<file path="src/core/bpm_pkg.sv">
/*
  Shared constants and types of the bridge power-management block:
  register offsets, field positions, reset values, state codes and
  the packed carriers. Assumes a 32-bit AXI4-Lite register bus.
*/
package bpm_pkg;

  localparam int unsigned BPM_AW          = 8;
  localparam int unsigned BPM_DW          = 32;

  // register byte offsets
  localparam logic [7:0]  BPM_OFS_PM_CTRL   = 8'h00;
  localparam logic [7:0]  BPM_OFS_SLOT_STAT = 8'h04;
  localparam logic [7:0]  BPM_OFS_SLOT_CTRL = 8'h08;
  localparam logic [7:0]  BPM_OFS_IRQ_STAT  = 8'h0C;
  localparam logic [7:0]  BPM_OFS_IRQ_MASK  = 8'h10;

  // field positions
  localparam int unsigned BPM_PMC_PS_LSB    = 0;
  localparam int unsigned BPM_PMC_WEN_BIT   = 8;
  localparam int unsigned BPM_PMC_WSTS_BIT  = 15;
  localparam int unsigned BPM_SS_PRES_BIT   = 0;
  localparam int unsigned BPM_SS_TYPE_LSB   = 1;
  localparam int unsigned BPM_SS_VCC_BIT    = 3;
  localparam int unsigned BPM_SS_PM_LSB     = 4;
  localparam int unsigned BPM_SS_COLD_BIT   = 6;
  localparam int unsigned BPM_SC_VCC_BIT    = 0;
  localparam int unsigned BPM_IRQ_INS_BIT   = 0;
  localparam int unsigned BPM_IRQ_REM_BIT   = 1;
  localparam int unsigned BPM_IRQ_WAKE_BIT  = 2;
  localparam int unsigned BPM_IRQ_N         = 3;

  // reset values
  localparam logic [2:0]  BPM_IRQ_MASK_RST  = 3'h0;
  localparam logic        BPM_WEN_RST       = 1'b0;
  localparam logic        BPM_VCC_RST       = 1'b0;
  localparam logic        BPM_CLK_RUN_RST   = 1'b1;

  // power-state field values written by software
  localparam logic [1:0]  BPM_PS_D0         = 2'h0;
  localparam logic [1:0]  BPM_PS_D3         = 2'h3;

  localparam logic [1:0]  BPM_RESP_OKAY     = 2'h0;
  localparam logic [1:0]  BPM_RESP_SLVERR   = 2'h2;

  typedef enum logic [1:0] {
    BPM_PM_UNINIT = 2'b00,
    BPM_PM_ACTIVE = 2'b01,
    BPM_PM_D3HOT  = 2'b11
  } bpm_pm_t;

  typedef enum logic [2:0] {
    BPM_SEL_PMC   = 3'b000,
    BPM_SEL_SSTAT = 3'b001,
    BPM_SEL_SCTRL = 3'b010,
    BPM_SEL_ISTAT = 3'b011,
    BPM_SEL_IMASK = 3'b100,
    BPM_SEL_NONE  = 3'b111
  } bpm_sel_t;

  typedef struct packed {
    logic       present;
    logic [1:0] ctype;
  } bpm_slot_t;

endpackage

</file>
<file path="src/core/bpm_sync.sv">
/*
  Two-flop synchroniser for a group of slot pins.
  Assumes inputs are asynchronous to aclk; nothing reads stage one.
  Not reset: the stages flush with the live pins while reset is held,
  so no false pin edge appears after a reset release.
*/
`timescale 1ns/1ps
module bpm_sync
  import bpm_pkg::*;
#(
  parameter int unsigned W = 4
)(
  input  wire logic         aclk,
  input  wire logic [W-1:0] d,
  output logic      [W-1:0] q
);

  typedef struct packed {
    logic [W-1:0] s1;
    logic [W-1:0] s2;
  } bpm_sync_st_t;

  bpm_sync_st_t st_ff;
  bpm_sync_st_t nxt_st;

  always_comb
  begin
    nxt_st.s1 = d;
    nxt_st.s2 = st_ff.s1;
  end

  always_ff @(posedge aclk)
  begin
    st_ff <= nxt_st;
  end

  assign q = st_ff.s2;

endmodule // bpm_sync

</file>
<file path="src/core/bpm_irq.sv">
/*
  Sticky event status with clear-on-read, a mask of the same layout
  and one level interrupt. Assumes one aclk domain; gate comes from
  the power-state logic of the parent.
*/
`timescale 1ns/1ps
module bpm_irq
  import bpm_pkg::*;
#(
  parameter int unsigned N = BPM_IRQ_N
)(
  input  wire logic         aclk,
  input  wire logic         aresetn,
  input  wire logic [N-1:0] set_evt,
  input  wire logic         rd_clr,
  input  wire logic         mask_wr,
  input  wire logic [N-1:0] mask_wdata,
  input  wire logic         gate,
  output logic      [N-1:0] status,
  output logic      [N-1:0] mask,
  output logic              irq
);

  typedef struct packed {
    logic [N-1:0] status;
    logic [N-1:0] mask;
  } bpm_irq_st_t;

  bpm_irq_st_t st_ff;
  bpm_irq_st_t nxt_st;

  always_comb
  begin
    nxt_st = st_ff;
    // event in the clearing cycle survives: set is or-ed after the clear
    if (rd_clr)
    begin
      nxt_st.status = '0;
    end
    nxt_st.status = nxt_st.status | set_evt;
    if (mask_wr)
    begin
      nxt_st.mask = mask_wdata;
    end
    if (!aresetn)
    begin
      nxt_st.status = '0;
      nxt_st.mask   = N'(BPM_IRQ_MASK_RST);
    end
  end

  always_ff @(posedge aclk)
  begin
    st_ff <= nxt_st;
  end

  assign status = st_ff.status;
  assign mask   = st_ff.mask;
  assign irq    = gate & (|(st_ff.status & st_ff.mask));

endmodule // bpm_irq

</file>
<file path="src/core/bpm_core.sv">
/*
  Power-management core of the slot bridge function: power state,
  slot supply control, wake-event context, clock-run keep-alive,
  interrupt gating and the AXI4-Lite register slave that stands in
  for configuration access. Assumes one 200 MHz aclk, aresetn as the
  primary bus segment reset and por_n as power-on reset on aclk.
*/
`timescale 1ns/1ps

// How it works
// uninit, wake disabled: supply off, detect valid.
// context is firmware-written or power-on defaults.
// wake enabled: keep wake context and supply.
// arriving from cold keeps applied slot supply.
// host keeps primary bus in B0, working.
// clock runs unless clock-run asks it stop.
// no interrupts signalled while uninitialized.
// config accesses always answered correctly.
// segment reset enters uninit; software leaves it.
module bpm_core
  import bpm_pkg::*;
#(
  parameter logic ISA_IRQ_EN = 1'b1
)(
  input  wire logic              aclk,
  input  wire logic              aresetn,
  input  wire logic              por_n,
  input  wire logic              s_axi_awvalid,
  output logic                   s_axi_awready,
  input  wire logic [BPM_AW-1:0] s_axi_awaddr,
  input  wire logic              s_axi_wvalid,
  output logic                   s_axi_wready,
  input  wire logic [BPM_DW-1:0] s_axi_wdata,
  input  wire logic [3:0]        s_axi_wstrb,
  output logic                   s_axi_bvalid,
  input  wire logic              s_axi_bready,
  output logic      [1:0]        s_axi_bresp,
  input  wire logic              s_axi_arvalid,
  output logic                   s_axi_arready,
  input  wire logic [BPM_AW-1:0] s_axi_araddr,
  output logic                   s_axi_rvalid,
  input  wire logic              s_axi_rready,
  output logic      [BPM_DW-1:0] s_axi_rdata,
  output logic      [1:0]        s_axi_rresp,
  input  wire logic [1:0]        card_detect_n,
  input  wire logic [1:0]        card_sense,
  input  wire logic              clkrun_functional,
  input  wire logic              clkrun_stop_req,
  output logic                   slot_vcc_en,
  output logic                   pci_clk_run,
  output logic                   irq,
  output logic                   isa_irq,
  output logic                   wake_req
);

  typedef struct packed {
    bpm_pm_t           pm;
    logic              from_cold;
    logic              wake_en;
    logic              wake_sts;
    logic              vcc_on;
    logic              present_d;
    logic              clk_run;
    logic              aw_ok;
    logic              w_ok;
    logic [BPM_AW-1:0] awaddr;
    logic [BPM_DW-1:0] wdata;
    logic [3:0]        wstrb;
    logic              bvalid;
    logic [1:0]        bresp;
    logic              rvalid;
    logic [1:0]        rresp;
    logic [BPM_DW-1:0] rdata;
  } bpm_core_st_t;

  bpm_core_st_t st_ff;
  bpm_core_st_t nxt_st;

  logic [3:0]           pins_s;
  bpm_slot_t            slot;
  logic                 clkrun_fn_s;
  logic [BPM_IRQ_N-1:0] evt;
  logic [BPM_IRQ_N-1:0] irq_status;
  logic [BPM_IRQ_N-1:0] irq_mask;
  logic                 rd_clr;
  logic                 mask_wr;
  logic                 irq_gate;
  logic                 card_ins;
  logic                 card_rem;
  logic [BPM_DW-1:0]    wd;
  bpm_sel_t             sel_w;
  bpm_sel_t             sel_r;

  function automatic bpm_sel_t bpm_dec(input logic [BPM_AW-1:0] a);
    if (a == BPM_OFS_PM_CTRL)
      bpm_dec = BPM_SEL_PMC;
    else if (a == BPM_OFS_SLOT_STAT)
      bpm_dec = BPM_SEL_SSTAT;
    else if (a == BPM_OFS_SLOT_CTRL)
      bpm_dec = BPM_SEL_SCTRL;
    else if (a == BPM_OFS_IRQ_STAT)
      bpm_dec = BPM_SEL_ISTAT;
    else if (a == BPM_OFS_IRQ_MASK)
      bpm_dec = BPM_SEL_IMASK;
    else
      bpm_dec = BPM_SEL_NONE;
  endfunction

  function automatic logic [BPM_DW-1:0] bpm_strb_mask(input logic [3:0] s);
    bpm_strb_mask = {{8{s[3]}}, {8{s[2]}}, {8{s[1]}}, {8{s[0]}}};
  endfunction

  // slot pins and the clock-run strap come from outside aclk
  bpm_sync #(
    .W (5)
  ) u_pin_sync (
    .aclk    (aclk),
    .d       ({clkrun_functional, card_sense, card_detect_n}),
    .q       ({clkrun_fn_s, pins_s})
  );

  // detect stays live in every state, so status is always valid
  assign slot.present = ~pins_s[0] & ~pins_s[1];
  assign slot.ctype   = pins_s[3:2];

  assign card_ins = slot.present & ~st_ff.present_d;
  assign card_rem = ~slot.present & st_ff.present_d;

  always_comb
  begin
    evt                   = '0;
    evt[BPM_IRQ_INS_BIT]  = card_ins;
    evt[BPM_IRQ_REM_BIT]  = card_rem;
    evt[BPM_IRQ_WAKE_BIT] = st_ff.wake_en & (card_ins | card_rem);
  end

  // functional interrupts only once software has brought it to D0
  assign irq_gate = (st_ff.pm == BPM_PM_ACTIVE);

  bpm_irq #(
    .N (BPM_IRQ_N)
  ) u_irq (
    .aclk       (aclk),
    .aresetn    (aresetn),
    .set_evt    (evt),
    .rd_clr     (rd_clr),
    .mask_wr    (mask_wr),
    .mask_wdata (st_ff.wdata[BPM_IRQ_N-1:0]),
    .gate       (irq_gate),
    .status     (irq_status),
    .mask       (irq_mask),
    .irq        (irq)
  );

  assign isa_irq = ISA_IRQ_EN & irq;

  assign sel_w = bpm_dec(st_ff.awaddr);
  assign sel_r = bpm_dec(s_axi_araddr);
  assign wd    = st_ff.wdata & bpm_strb_mask(st_ff.wstrb);

  assign s_axi_awready = ~st_ff.aw_ok;
  assign s_axi_wready  = ~st_ff.w_ok;
  assign s_axi_arready = ~st_ff.rvalid;
  assign rd_clr        = s_axi_arvalid & ~st_ff.rvalid & (sel_r == BPM_SEL_ISTAT);

  always_comb
  begin
    nxt_st  = st_ff;
    mask_wr = 1'b0;

    // write channel: address and data taken in either order
    if (s_axi_awvalid && !st_ff.aw_ok)
    begin
      nxt_st.aw_ok  = 1'b1;
      nxt_st.awaddr = s_axi_awaddr;
    end
    if (s_axi_wvalid && !st_ff.w_ok)
    begin
      nxt_st.w_ok  = 1'b1;
      nxt_st.wdata = s_axi_wdata;
      nxt_st.wstrb = s_axi_wstrb;
    end
    if (st_ff.bvalid && s_axi_bready)
    begin
      nxt_st.bvalid = 1'b0;
    end

    // every state answers config access; no gating on pm
    if (st_ff.aw_ok && st_ff.w_ok && !st_ff.bvalid)
    begin
      nxt_st.aw_ok  = 1'b0;
      nxt_st.w_ok   = 1'b0;
      nxt_st.bvalid = 1'b1;
      nxt_st.bresp  = (sel_w == BPM_SEL_NONE) ? BPM_RESP_SLVERR : BPM_RESP_OKAY;
      if (sel_w == BPM_SEL_PMC)
      begin
        if (st_ff.wstrb[1])
        begin
          nxt_st.wake_en = wd[BPM_PMC_WEN_BIT];
          if (wd[BPM_PMC_WSTS_BIT])
          begin
            nxt_st.wake_sts = 1'b0;
          end
        end
        if (st_ff.wstrb[0])
        begin
          case (st_ff.pm)
            BPM_PM_UNINIT:
            begin
              // only D0 or D3 takes it out of the uninitialized state
              if (wd[1:0] == BPM_PS_D0)
                nxt_st.pm = BPM_PM_ACTIVE;
              else if (wd[1:0] == BPM_PS_D3)
                nxt_st.pm = BPM_PM_D3HOT;
            end
            BPM_PM_ACTIVE:
            begin
              if (wd[1:0] == BPM_PS_D3)
                nxt_st.pm = BPM_PM_D3HOT;
            end
            BPM_PM_D3HOT:
            begin
              if (wd[1:0] == BPM_PS_D0)
                nxt_st.pm = BPM_PM_UNINIT;
            end
            default:
            begin
              nxt_st.pm = BPM_PM_UNINIT;
            end
          endcase
        end
      end
      else if (sel_w == BPM_SEL_SCTRL)
      begin
        // supply is software's only once the function is active
        if (st_ff.wstrb[0] && st_ff.pm == BPM_PM_ACTIVE)
        begin
          nxt_st.vcc_on = wd[BPM_SC_VCC_BIT] & slot.present;
        end
      end
      else if (sel_w == BPM_SEL_IMASK)
      begin
        mask_wr = st_ff.wstrb[0];
      end
    end

    // read channel: one cycle from address to data
    if (st_ff.rvalid && s_axi_rready)
    begin
      nxt_st.rvalid = 1'b0;
    end
    if (s_axi_arvalid && !st_ff.rvalid)
    begin
      nxt_st.rvalid = 1'b1;
      nxt_st.rresp  = BPM_RESP_OKAY;
      nxt_st.rdata  = '0;
      if (sel_r == BPM_SEL_PMC)
      begin
        nxt_st.rdata[BPM_PMC_PS_LSB +: 2] = st_ff.pm;
        nxt_st.rdata[BPM_PMC_WEN_BIT]     = st_ff.wake_en;
        nxt_st.rdata[BPM_PMC_WSTS_BIT]    = st_ff.wake_sts;
      end
      else if (sel_r == BPM_SEL_SSTAT)
      begin
        nxt_st.rdata[BPM_SS_PRES_BIT]     = slot.present;
        nxt_st.rdata[BPM_SS_TYPE_LSB +: 2] = slot.ctype;
        nxt_st.rdata[BPM_SS_VCC_BIT]      = st_ff.vcc_on;
        nxt_st.rdata[BPM_SS_PM_LSB +: 2]  = st_ff.pm;
        nxt_st.rdata[BPM_SS_COLD_BIT]     = st_ff.from_cold;
      end
      else if (sel_r == BPM_SEL_SCTRL)
      begin
        nxt_st.rdata[BPM_SC_VCC_BIT] = st_ff.vcc_on;
      end
      else if (sel_r == BPM_SEL_ISTAT)
      begin
        nxt_st.rdata[BPM_IRQ_N-1:0] = irq_status;
      end
      else if (sel_r == BPM_SEL_IMASK)
      begin
        nxt_st.rdata[BPM_IRQ_N-1:0] = irq_mask;
      end
      else
      begin
        nxt_st.rresp = BPM_RESP_SLVERR;
      end
    end

    // slot supervision
    nxt_st.present_d = slot.present;
    if (evt[BPM_IRQ_WAKE_BIT])
    begin
      nxt_st.wake_sts = 1'b1;
    end
    if (card_rem)
    begin
      nxt_st.vcc_on = 1'b0;
    end
    if (st_ff.pm == BPM_PM_UNINIT && !st_ff.wake_en && !st_ff.from_cold)
    begin
      nxt_st.vcc_on = 1'b0;
    end
    if (st_ff.pm != BPM_PM_UNINIT)
    begin
      nxt_st.from_cold = 1'b0;
    end

    // clock only stops when a working clock-run mechanism asks
    nxt_st.clk_run = ~(clkrun_fn_s & clkrun_stop_req);

    if (!por_n)
    begin
      // power removed: all core state back to power-on defaults; irq status and mask reset only on aresetn
      nxt_st           = '0;
      nxt_st.pm        = BPM_PM_UNINIT;
      nxt_st.wake_en   = BPM_WEN_RST;
      nxt_st.vcc_on    = BPM_VCC_RST;
      nxt_st.clk_run   = BPM_CLK_RUN_RST;
    end
    else if (!aresetn)
    begin
      // segment reset spares wake context and, from cold, the supply
      nxt_st.pm        = BPM_PM_UNINIT;
      nxt_st.from_cold = (st_ff.pm == BPM_PM_D3HOT) | st_ff.from_cold;
      nxt_st.vcc_on    = st_ff.vcc_on & ~card_rem
                         & (st_ff.wake_en | nxt_st.from_cold);
      nxt_st.clk_run   = BPM_CLK_RUN_RST;
      nxt_st.aw_ok     = 1'b0;
      nxt_st.w_ok      = 1'b0;
      nxt_st.bvalid    = 1'b0;
      nxt_st.rvalid    = 1'b0;
      nxt_st.bresp     = BPM_RESP_OKAY;
      nxt_st.rresp     = BPM_RESP_OKAY;
      nxt_st.rdata     = '0;
      // wake_en is held at its previous value and wake_sts is not touched here
      nxt_st.wake_en   = st_ff.wake_en;
    end
  end

  always_ff @(posedge aclk)
  begin
    st_ff <= nxt_st;
  end

  assign s_axi_bvalid = st_ff.bvalid;
  assign s_axi_bresp  = st_ff.bresp;
  assign s_axi_rvalid = st_ff.rvalid;
  assign s_axi_rdata  = st_ff.rdata;
  assign s_axi_rresp  = st_ff.rresp;
  assign slot_vcc_en  = st_ff.vcc_on;
  assign pci_clk_run  = st_ff.clk_run;
  assign wake_req     = st_ff.wake_en & st_ff.wake_sts;

endmodule // bpm_core

</file>
<file path="config.mk">
export PLATFORM = sky130hd
export DESIGN_NAME = bpm_core
export DESIGN_NICKNAME = d
export VERILOG_FILES = /design/src/core/bpm_pkg.sv /design/src/core/bpm_sync.sv /design/src/core/bpm_irq.sv /design/src/core/bpm_core.sv
export SDC_FILE = /design/constraint.sdc
export NUM_CORES = 1
export LEC_CHECK = 0
export BUFFER_PORTS_ARGS = -buffer_cell sky130_fd_sc_hd__buf_2
export CAP_MARGIN = 20
export CORE_MARGIN = 5
export CORE_UTILIZATION = 26
export DETAILED_ROUTE_END_ITERATION = 6
export GPL_ROUTABILITY_DRIVEN = 0
export SYNTH_ARGS = -nofsm -noshare
export SYNTH_HDL_FRONTEND = slang
export SYNTH_HIERARCHICAL = 1
export SYNTH_SLANG_ARGS = --single-unit
</file>
<file path="constraint.sdc">
create_clock -name aclk -period 2.2 [get_ports aclk]
set_clock_uncertainty 0.05 [all_clocks]
set_input_delay 0.11 -clock aclk [delete_from_list [all_inputs] [get_ports aclk]]
set_output_delay 0.11 -clock aclk [all_outputs]
set_load 0.05 [all_outputs]
</file>
==> impl_metrics.yaml, run 1 <==
final_layout:
  nets: 401
  syn_to_final_growth_pct: 16.8
  antenna-diode-count: 0
  finalNonFillerCells: 467
  drive_gt1_frac: 0.225
synthesis:
  yosysWarnings: 6
  synth-edff-count: 0
  ys_types: 48
  synth_area_um2: 2580
  yosysTopAreaCellShare: 0.418
  syn-instance-count: 277
  yosys.area.top_type: "dfxtp_1"
  synth_seq_cells: 54
  synthArstFlopShare: 0
  netlist_top_cells_area: "dfxtp_1, buf_4, mux2i_1, nor2b_1, a21oi_1"
  ys_seq_area_frac: 0.418
  ys.flop_type: "dfxtp_1"
  syn_area_per_cell_um2: 9.33
routing:
  wl_met3_um: 438
  dr_total_vias: 1962
  routedLengthMet1_mm: 2.57
  top_layer_used: "met4"
  postRouteAntennaNets: 0
  drc_errors: 0
  dr.pass1.iters: 4
  wirelength_mm: 5.64
  viasPerCell: 4.20
  wl_per_cell_um: 12.1
  wl_met2_mm: 2.57
  drt-initial-drc-count: 64
sta:
  fin_crit_sh: 0.853
  setup_tns_ns: 0
  rsz0062_at_grt: "no"
  whs_ns: 0.000973
  setup_viol: 0
  fmax_mhz: 533
  final_hold_viol_count: 0
  tightest_slew_ns: 0.566
  final_max_slew_viol_count: 0
  period_needed_ns: 1.88
  maxSlewHeadroom: 0.622
  postLayoutSetupSlackWorst_ns: 0.323
cts:
  clkSlewWorstSetupHoldPaths_ns: 0.11
  htreeDepth: 2
  cts_buffers: 5
  clock-sinks: 54
  cts-root-buf: "clkbuf_8"
  cts_tree: "built"
  cts_setup_buffers: 0
  clock_latency_ns: 0.31
  cts_buffer_depth: 2
floorplan:
  chipHeight_um: 110
  io_pins: 112
  die_area_um2: 12000
  start_util: 0.266
  std_cell_rows: 36
  die_x_um: 110
  core_region_area_um2: 9730
placement:
  dp_hpwl_mm: 4.39
  dp.cells: 448
  pre_cts_slack_ns: 0.332
  portBuffers: 57
job:
  maxCapViolCount: 0
global_route:
  antenna_found_initial: 0
  grt_pass1_vias: 1920
  grt_pass1_wl_mm: 9.09
  grt_overflow_total: 0
  grt.total_usage: 0.0974
  grt_max_degree: 25
critical_path:
  crit_required_ns: 2.35
  crit_path_end_kind: "flip-flop"
  crit_fanout: 6
  path_buf_inv: 0
  critPathLaunchType: "flip-flop"
  slowest_delay_ns: 0.41
  slowest_stage: "nor4_2"
  cp.arrival_ns: 2.03
  path_delay_family: "simple AND/OR/NAND/NOR gates"
  crit_type: "reg -> reg"
  path_cells: "nor4_2, and3_1, and4_1, mux2i_1, nor2b_1"
pwr:
  power.share.sequential: 0.540
  p_leak_uw: 0.00125
  p_sw_uw: 546
  power.total_uw: 1910
  comb_power_share: 0.154
  swShare: 0.286
  power.density_nw_per_um2: 633
  ir_drop_mv: 0.263
  pwr-share-clk: 0.306
  internal_power_uw: 1370
outcome:
  run_status: "complete, no violations"
worst_hold_path:
  hold_class: "in -> reg"
## flip-flops by register name, summed over array words and instances, names as in the netlist
register / flops
s_axi_bresp: 1
slot_vcc_en: 1
s_axi_rvalid: 1
s_axi_rdata: 9
s_axi_rresp: 1
u_irq/mask: 3
pci_clk_run: 1
u_pin_sync/q: 5
u_pin_sync/nxt_st: 5
st_ff: 23
u_irq/status: 3
s_axi_bvalid: 1
## per-layer routing
| layer | vias up | track usage |
|---|---|---|
| met2 | 74 | 0.160 |
| met1 | 876 | 0.123 |
| met5 | - | 0 |
| li1 | 1010 | - |
| met4 | 0 | 0.0329 |
| met3 | 2 | 0.0252 |
## worst register-to-register path, stage by stage, from the launching register on
cell,delay [ns]
dfxtp_1,0.34
nor4_2,0.41
and3_1,0.35
and4_1,0.35
mux2i_1,0.21
nor2b_1,0.06
## cell families after synthesis
| kind of cell | Yosys count | share of synthesized area |
|---|---|---|
| AOI/OAI and AO/OA | 42 | 0.104 |
| adders and majority gates | 2 | 0.00968 |
| buffers and inverters | 54 | 0.141 |
| DFF | 54 | 0.418 |
| muxes | 19 | 0.0736 |
| other | 1 | 0.00145 |
| and+or+nand+nor | 105 | 0.252 |
## cell type report
type	instances	area [um^2]
Clock buffer	7	86.3
Timing Repair Buffer	71	418
Tap cell	133	166
Multi-Input combinational cell	193	1230
Clock inverter	1	8.76
Fill cell	1070	6710
Sequential cell	54	1080
Inverter	8	30.0
## power groups by stage
stage	logic, uW	clock network (uW)	registers, uW
detailed placement	281	0	1060
finish	294	584	1030
global route	321	664	1040
global placement	277	0	1060
CTS	293	617	1030
floorplan	247	0	1050
## final timing paths
kind              cells past startpoint  slack [ns]         endpoint                  from
setup / recovery                      5        0.32    u_irq/mask[2]             st_ff[79]
hold / removal                        3       0.001     s_axi_bvalid          s_axi_bready
setup reg to reg                      5        0.32    u_irq/mask[2]             st_ff[79]
hold reg to reg                       0        0.28  u_pin_sync/q[0]  u_pin_sync/nxt_st[0]
## stage by stage
step           cell area [um^2]   util
4_1_cts                    3000  0.308
3_3_place_gp               2810  0.289
5_1_grt                    3020  0.310
3_5_place_dp               2810  0.289
6_report                   3020  0.310
2_1_floorplan              2680      -
## cells in the mapped netlist (3+ instances only)
cell type and count:
nand3_1 3, buf_4 38, nor2b_1 29, mux2i_1 19
nand2_1 14, nor2_1 14, o21ai_0 11, buf_2 4
nand4_1 7, a22oi_1 4, nor3_1 4, nor4b_1 3
o21a_1 3, a21oi_1 13, and2_1 7, inv_1 8
dfxtp_1 54
## repair_timing
item                                   CTS  global route
hold buffers                             9             2
resized for setup                        0             0
setup endpoints to repair                0             0
endpoints found under the hold margin    9             2
## placed cells by master, fill, tap and decap left out, drive strengths merged, types with 7 or more instances in the layout
cell and count:
nand2 14, dfxtp 54, o21ai 11, a21oi 13
conb 25, mux2i 19, nor2 15, inv 9
dlygate4sd3 11, clkbuf 7, buf 60, nor2b 29
and2 7, nand4 7
(Power assumes the default switching activity.)
==> run 2, diff against run 1 <==
--- a/config.mk
+++ b/config.mk
@@ -11,6 +11,7 @@
 export CORE_UTILIZATION = 26
 export DETAILED_ROUTE_END_ITERATION = 6
 export GPL_ROUTABILITY_DRIVEN = 0
+export MAX_ROUTING_LAYER = met4
 export SYNTH_ARGS = -nofsm -noshare
 export SYNTH_HDL_FRONTEND = slang
 export SYNTH_HIERARCHICAL = 1
==> run 2 against run 1 <==
The flow now finishes with violations (negative hold slack). Utilization stayed put. Wire length fell by 0.39%. Final area unchanged. Clock power up 0.9%. Die area unchanged. Largest power group unchanged.
==> impl_metrics.yaml, run 2 (synthesized netlist as in run 1, its figures left out) <==
outcome:
  run_status: "finished with violations"
  violations: "negative hold slack"
final_layout:
  drive_gt1_frac: 0.225
  nets: 401
  syn_to_final_growth_pct: 16.8
  largest_register_ffs: 23
  top_register: "st_ff"
  antenna-diode-count: 0
  final_common_cell: "buf_2"
  final_cell_area_um2: 3020
  finalNonFillerCells: 467
  final_cell_mix: "buf_2, dfxtp_1, nor2b_1"
floorplan:
  core_region_area_um2: 9730
  std_cell_rows: 36
  start_util: 0.266
  die_x_um: 110
  die_area_um2: 12000
  io_pins: 112
  chipHeight_um: 110
cts:
  clock-sinks: 54
  htreeDepth: 2
  clkSlewWorstSetupHoldPaths_ns: 0.11
  cts_buffer_depth: 2
  cts_resized: 0
  cts_tree: "built"
  cts-root-buf: "clkbuf_8"
  cts_buffers: 5
  cts_setup_buffers: 0
  clock_latency_ns: 0.31
critical_path:
  critPathLaunchType: "flip-flop"
  path_buf_inv: 0
  crit_required_ns: 2.35
  slowest_delay_ns: 0.41
  crit_fanout: 6
  crit_path_end_kind: "flip-flop"
  path_cells: "nor4_2, and3_1, and4_1, mux2i_1, nor2b_1"
  cp.arrival_ns: 2.03
  crit_type: "reg -> reg"
  slowest_stage: "nor4_2"
  path_delay_family: "simple AND/OR/NAND/NOR gates"
global_route:
  grt_overflow_total: 0
  antenna_found_initial: 0
  grt_pass1_vias: 1920
  grt_max_degree: 25
  grt_pass1_wl_mm: 9.10
  grt.total_usage: 0.100
sta:
  maxSlewHeadroom: 0.614
  final_max_slew_viol_count: 0
  whs_ns: -0.000123
  postLayoutSetupSlackWorst_ns: 0.325
  setup_tns_ns: 0
  rsz0062_at_grt: "no"
  period_needed_ns: 1.87
  final_hold_viol_count: 1
  tightest_slew_ns: 0.578
  setup_viol: 0
  fin_crit_sh: 0.852
  fmax_mhz: 533
worst_hold_path:
  hold_class: "in -> reg"
job:
  maxCapViolCount: 0
pwr:
  swShare: 0.287
  power.share.sequential: 0.539
  p_leak_uw: 0.00125
  pwr-share-clk: 0.307
  p_sw_uw: 551
  power.density_nw_per_um2: 635
  comb_power_share: 0.154
  internal_power_uw: 1370
  power.total_uw: 1920
  ir_drop_mv: 0.263
placement:
  dp.cells: 448
  dp_hpwl_mm: 4.39
  dpl_cell_area_um2: 2810
  portBuffers: 57
  pre_cts_slack_ns: 0.332
routing:
  drt-initial-drc-count: 62
  postRouteAntennaNets: 0
  drc_errors: 0
  dr_total_vias: 1967
  wirelength_mm: 5.62
  wl_per_cell_um: 12.0
  viasPerCell: 4.21
  dr.pass1.iters: 4
==> run 2: cell counts in the layout (fill, tap and decap cells not counted) <==
No cell type changed its count.
==> run 2: final timing paths <==
kind | startpoint | endpoint | slack, ns | cells after the start
worst min-delay path | s_axi_bready | s_axi_bvalid | -0.0001 | 3
worst max-delay path | st_ff[79] | u_irq/mask[2] | 0.33 | 5
worst min register to register | u_pin_sync/nxt_st[0] | u_pin_sync/q[0] | 0.28 | 0
worst max register to register | st_ff[79] | u_irq/mask[2] | 0.33 | 5
==> run 2: per-layer routing <==
layer,part of all wire,track usage,up-vias
met5,0,-,-
met2,0.46,0.160,68
li1,-,-,1009
met1,0.46,0.124,886
met3,0.073,0.0241,4
met4,0.011,0.0329,0
==> run 2: worst register-to-register path, delay by kind of cell, from the launching register on <==
family / cells / cell delay, ns
simple gates: 4 / 1.17
flops: 1 / 0.34
mux: 1 / 0.21
==> run 2: layout make-up <==
| type | instances | area (um^2) |
|---|---|---|
| clock buffers | 7 | 86.3 |
| clock inverters | 1 | 8.76 |
| fillers | 1070 | 6710 |
| inverters | 8 | 30.0 |
| multi-input cells | 193 | 1230 |
| flip-flops and latches | 54 | 1080 |
| well taps | 133 | 166 |
| repair buffers | 71 | 418 |
==> run 2: per-stage QoR <==
stage | util | hold slack, ns
2_1_floorplan | - | 0.0877
3_5_place_dp | 0.289 | 0.164
3_3_place_gp | 0.289 | 0.164
6_report | 0.310 | -0.000123
4_1_cts | 0.308 | 0.000408
5_1_grt | 0.310 | 0.00307
==> run 2: what timing repair did <==
item,CTS,global route
setup endpoints to repair,0,0
endpoints found under the hold margin,9,2
hold buffers,9,2
==> run 2: power groups by stage <==
stage	Sequential, uW	Combinational [uW]	Clock, uW
3_5_place_dp	1060	281	0
3_3_place_gp	1060	277	0
6_report	1030	294	589
5_1_grt	1040	321	664
4_1_cts	1030	293	617
2_1_floorplan	1050	247	0
==> run 3, diff against run 2 <==
--- a/config.mk
+++ b/config.mk
@@ -5,8 +5,9 @@
 export SDC_FILE = /design/constraint.sdc
 export NUM_CORES = 1
 export LEC_CHECK = 0
-export BUFFER_PORTS_ARGS = -buffer_cell sky130_fd_sc_hd__buf_2
+export BUFFER_PORTS_ARGS = -buffer_cell sky130_fd_sc_hd__buf_4
 export CAP_MARGIN = 20
+export CORE_ASPECT_RATIO = 0.75
 export CORE_MARGIN = 5
 export CORE_UTILIZATION = 26
 export DETAILED_ROUTE_END_ITERATION = 6
==> run 3 against run 2 <==
The run now ends clean. Worst hold slack better by 0.029 ns. Global-route usage shrank 0.15 points. Die area rose by 0.17%. Fmax grew 1.3%. Flip-flop and latch count did not move. Largest power group unchanged.
==> impl_metrics.yaml, run 3 (synthesized netlist as in run 1, its figures left out) <==
final_layout:
  final_cell_mix: "buf_4, dfxtp_1, nor2b_1"
  final_cell_area_um2: 3170
  nFillCells: 1048
  drive_gt1_frac: 0.227
  nets: 398
  antenna-diode-count: 0
  final_common_cell: "buf_4"
  final-seq-area_um2: 1080
  finalNonFillerCells: 462
  top_register: "st_ff"
  post-route-util: 0.327
  multi_input_area_um2: 1230
  syn_to_final_growth_pct: 22.7
  largest_register_ffs: 23
floorplan:
  start_util: 0.267
  die_x_um: 125
  chipHeight_um: 96.4
  core_region_area_um2: 9700
  io_pins: 112
  die_area_um2: 12100
  std_cell_rows: 31
routing:
  dr_total_vias: 1917
  postRouteAntennaNets: 0
  wl_per_cell_um: 12.4
  drc_errors: 0
  dr.pass1.iters: 5
  wirelength_mm: 5.72
  viasPerCell: 4.15
  drt-initial-drc-count: 77
critical_path:
  reg2reg_slack_ns: 0.35
  cp.arrival_ns: 1.98
  crit_required_ns: 2.33
  crit_type: "reg -> reg"
  cp-startpoint: "st_ff[79]"
  reg2reg_depth: 5
  crit_fanout: 6
  timing.rr.start: "st_ff[79]"
  critPathLaunchType: "flip-flop"
  crit_path_end_kind: "flip-flop"
cts:
  clock-sinks: 54
  cts_buffers: 5
  cts-root-buf: "clkbuf_16"
  cts_tree: "built"
  htreeDepth: 2
  clkSlewWorstSetupHoldPaths_ns: 0.06
  cts_buffer_depth: 2
  clock_latency_ns: 0.29
global_route:
  antenna_found_initial: 0
  grt_max_degree: 25
  grt_overflow_total: 0
  grt_pass1_vias: 1860
  grt_pass1_wl_mm: 9.29
  grt.total_usage: 0.0987
placement:
  portBuffers: 57
  pre_cts_slack_ns: 0.355
  dp_hpwl_mm: 4.41
  dpl_cell_area_um2: 2960
  dp.cells: 447
sta:
  postLayoutSetupSlackWorst_ns: 0.349
  setup_tns_ns: 0
  fin_crit_sh: 0.842
  period_needed_ns: 1.85
  final_max_slew_viol_count: 0
  setup_viol: 0
  rsz0062_at_grt: "no"
  fmax_mhz: 540
  final_hold_viol_count: 0
  maxSlewHeadroom: 0.646
  tightest_slew_ns: 0.530
outcome:
  run_status: "complete, no violations"
pwr:
  pwr-share-clk: 0.354
  p_leak_uw: 0.00129
  power.share.sequential: 0.496
  ir_drop_mv: 0.365
  p_sw_uw: 551
  internal_power_uw: 1530
  swShare: 0.264
  power.density_nw_per_um2: 658
  comb_power_share: 0.149
job:
  maxCapViolCount: 0
worst_hold_path:
  hold_class: "in -> reg"
  hold_depth: 3
  worstHoldStart: "s_axi_awaddr[7]"
[run 3: path summary, 6_finish.rpt]
| path | endpoint |
|---|---|
| setup reg to reg | u_irq/mask[1] |
| hold / removal | st_ff[81] |
| hold reg to reg | u_pin_sync/q[0] |
| setup / recovery | u_irq/mask[1] |
[run 3: metal layers]
| metal | wire, um | global-route usage | vias to the layer above |
|---|---|---|---|
| li1 | - | - | 999 |
| met1 | 2870 | 0.131 | 869 |
| met2 | 2600 | 0.155 | 44 |
| met3 | 208 | 0.0200 | 5 |
| met4 | 38 | 0.0271 | 0 |
| met5 | 0 | - | - |
[run 3: power groups by stage]
stage	Combinational, uW	Sequential [uW]	Clock (uW)
CTS	312	1030	768
finish	312	1030	739
detailed placement	301	1060	0
global route	338	1040	806
global placement	298	1060	0
floorplan	247	1050	0
[run 3: stage by stage]
step | hold WS (ns) | power, uW
final | 0.0293 | 2080
after global routing | 0.0346 | 2180
after CTS | 0.0238 | 2110
after detailed placement | 0.166 | 1360
after global placement | 0.165 | 1350
after floorplan | 0.0877 | 1300
[run 3: cell type report]
class | instances | share of cell area
sequential | 54 | 0.341
clock buffer | 5 | 0.0395
tap | 132 | 0.0521
inverter | 8 | 0.00947
timing repair buffer | 68 | 0.167
multi-input combinational | 193 | 0.388
clock inverter | 2 | 0.00316
[run 3: repair_timing]
action,CTS,global route
resized for setup,0,0
buffers inserted,0,0
hold endpoints to repair,8,0
hold buffers,8,0
[run 3: critical path: stages, from the launching register on]
cell	delay, ns
dfxtp_1	0.32
nor4_2	0.39
and3_1	0.37
and4_1	0.33
mux2i_1	0.22
nor2b_1	0.07
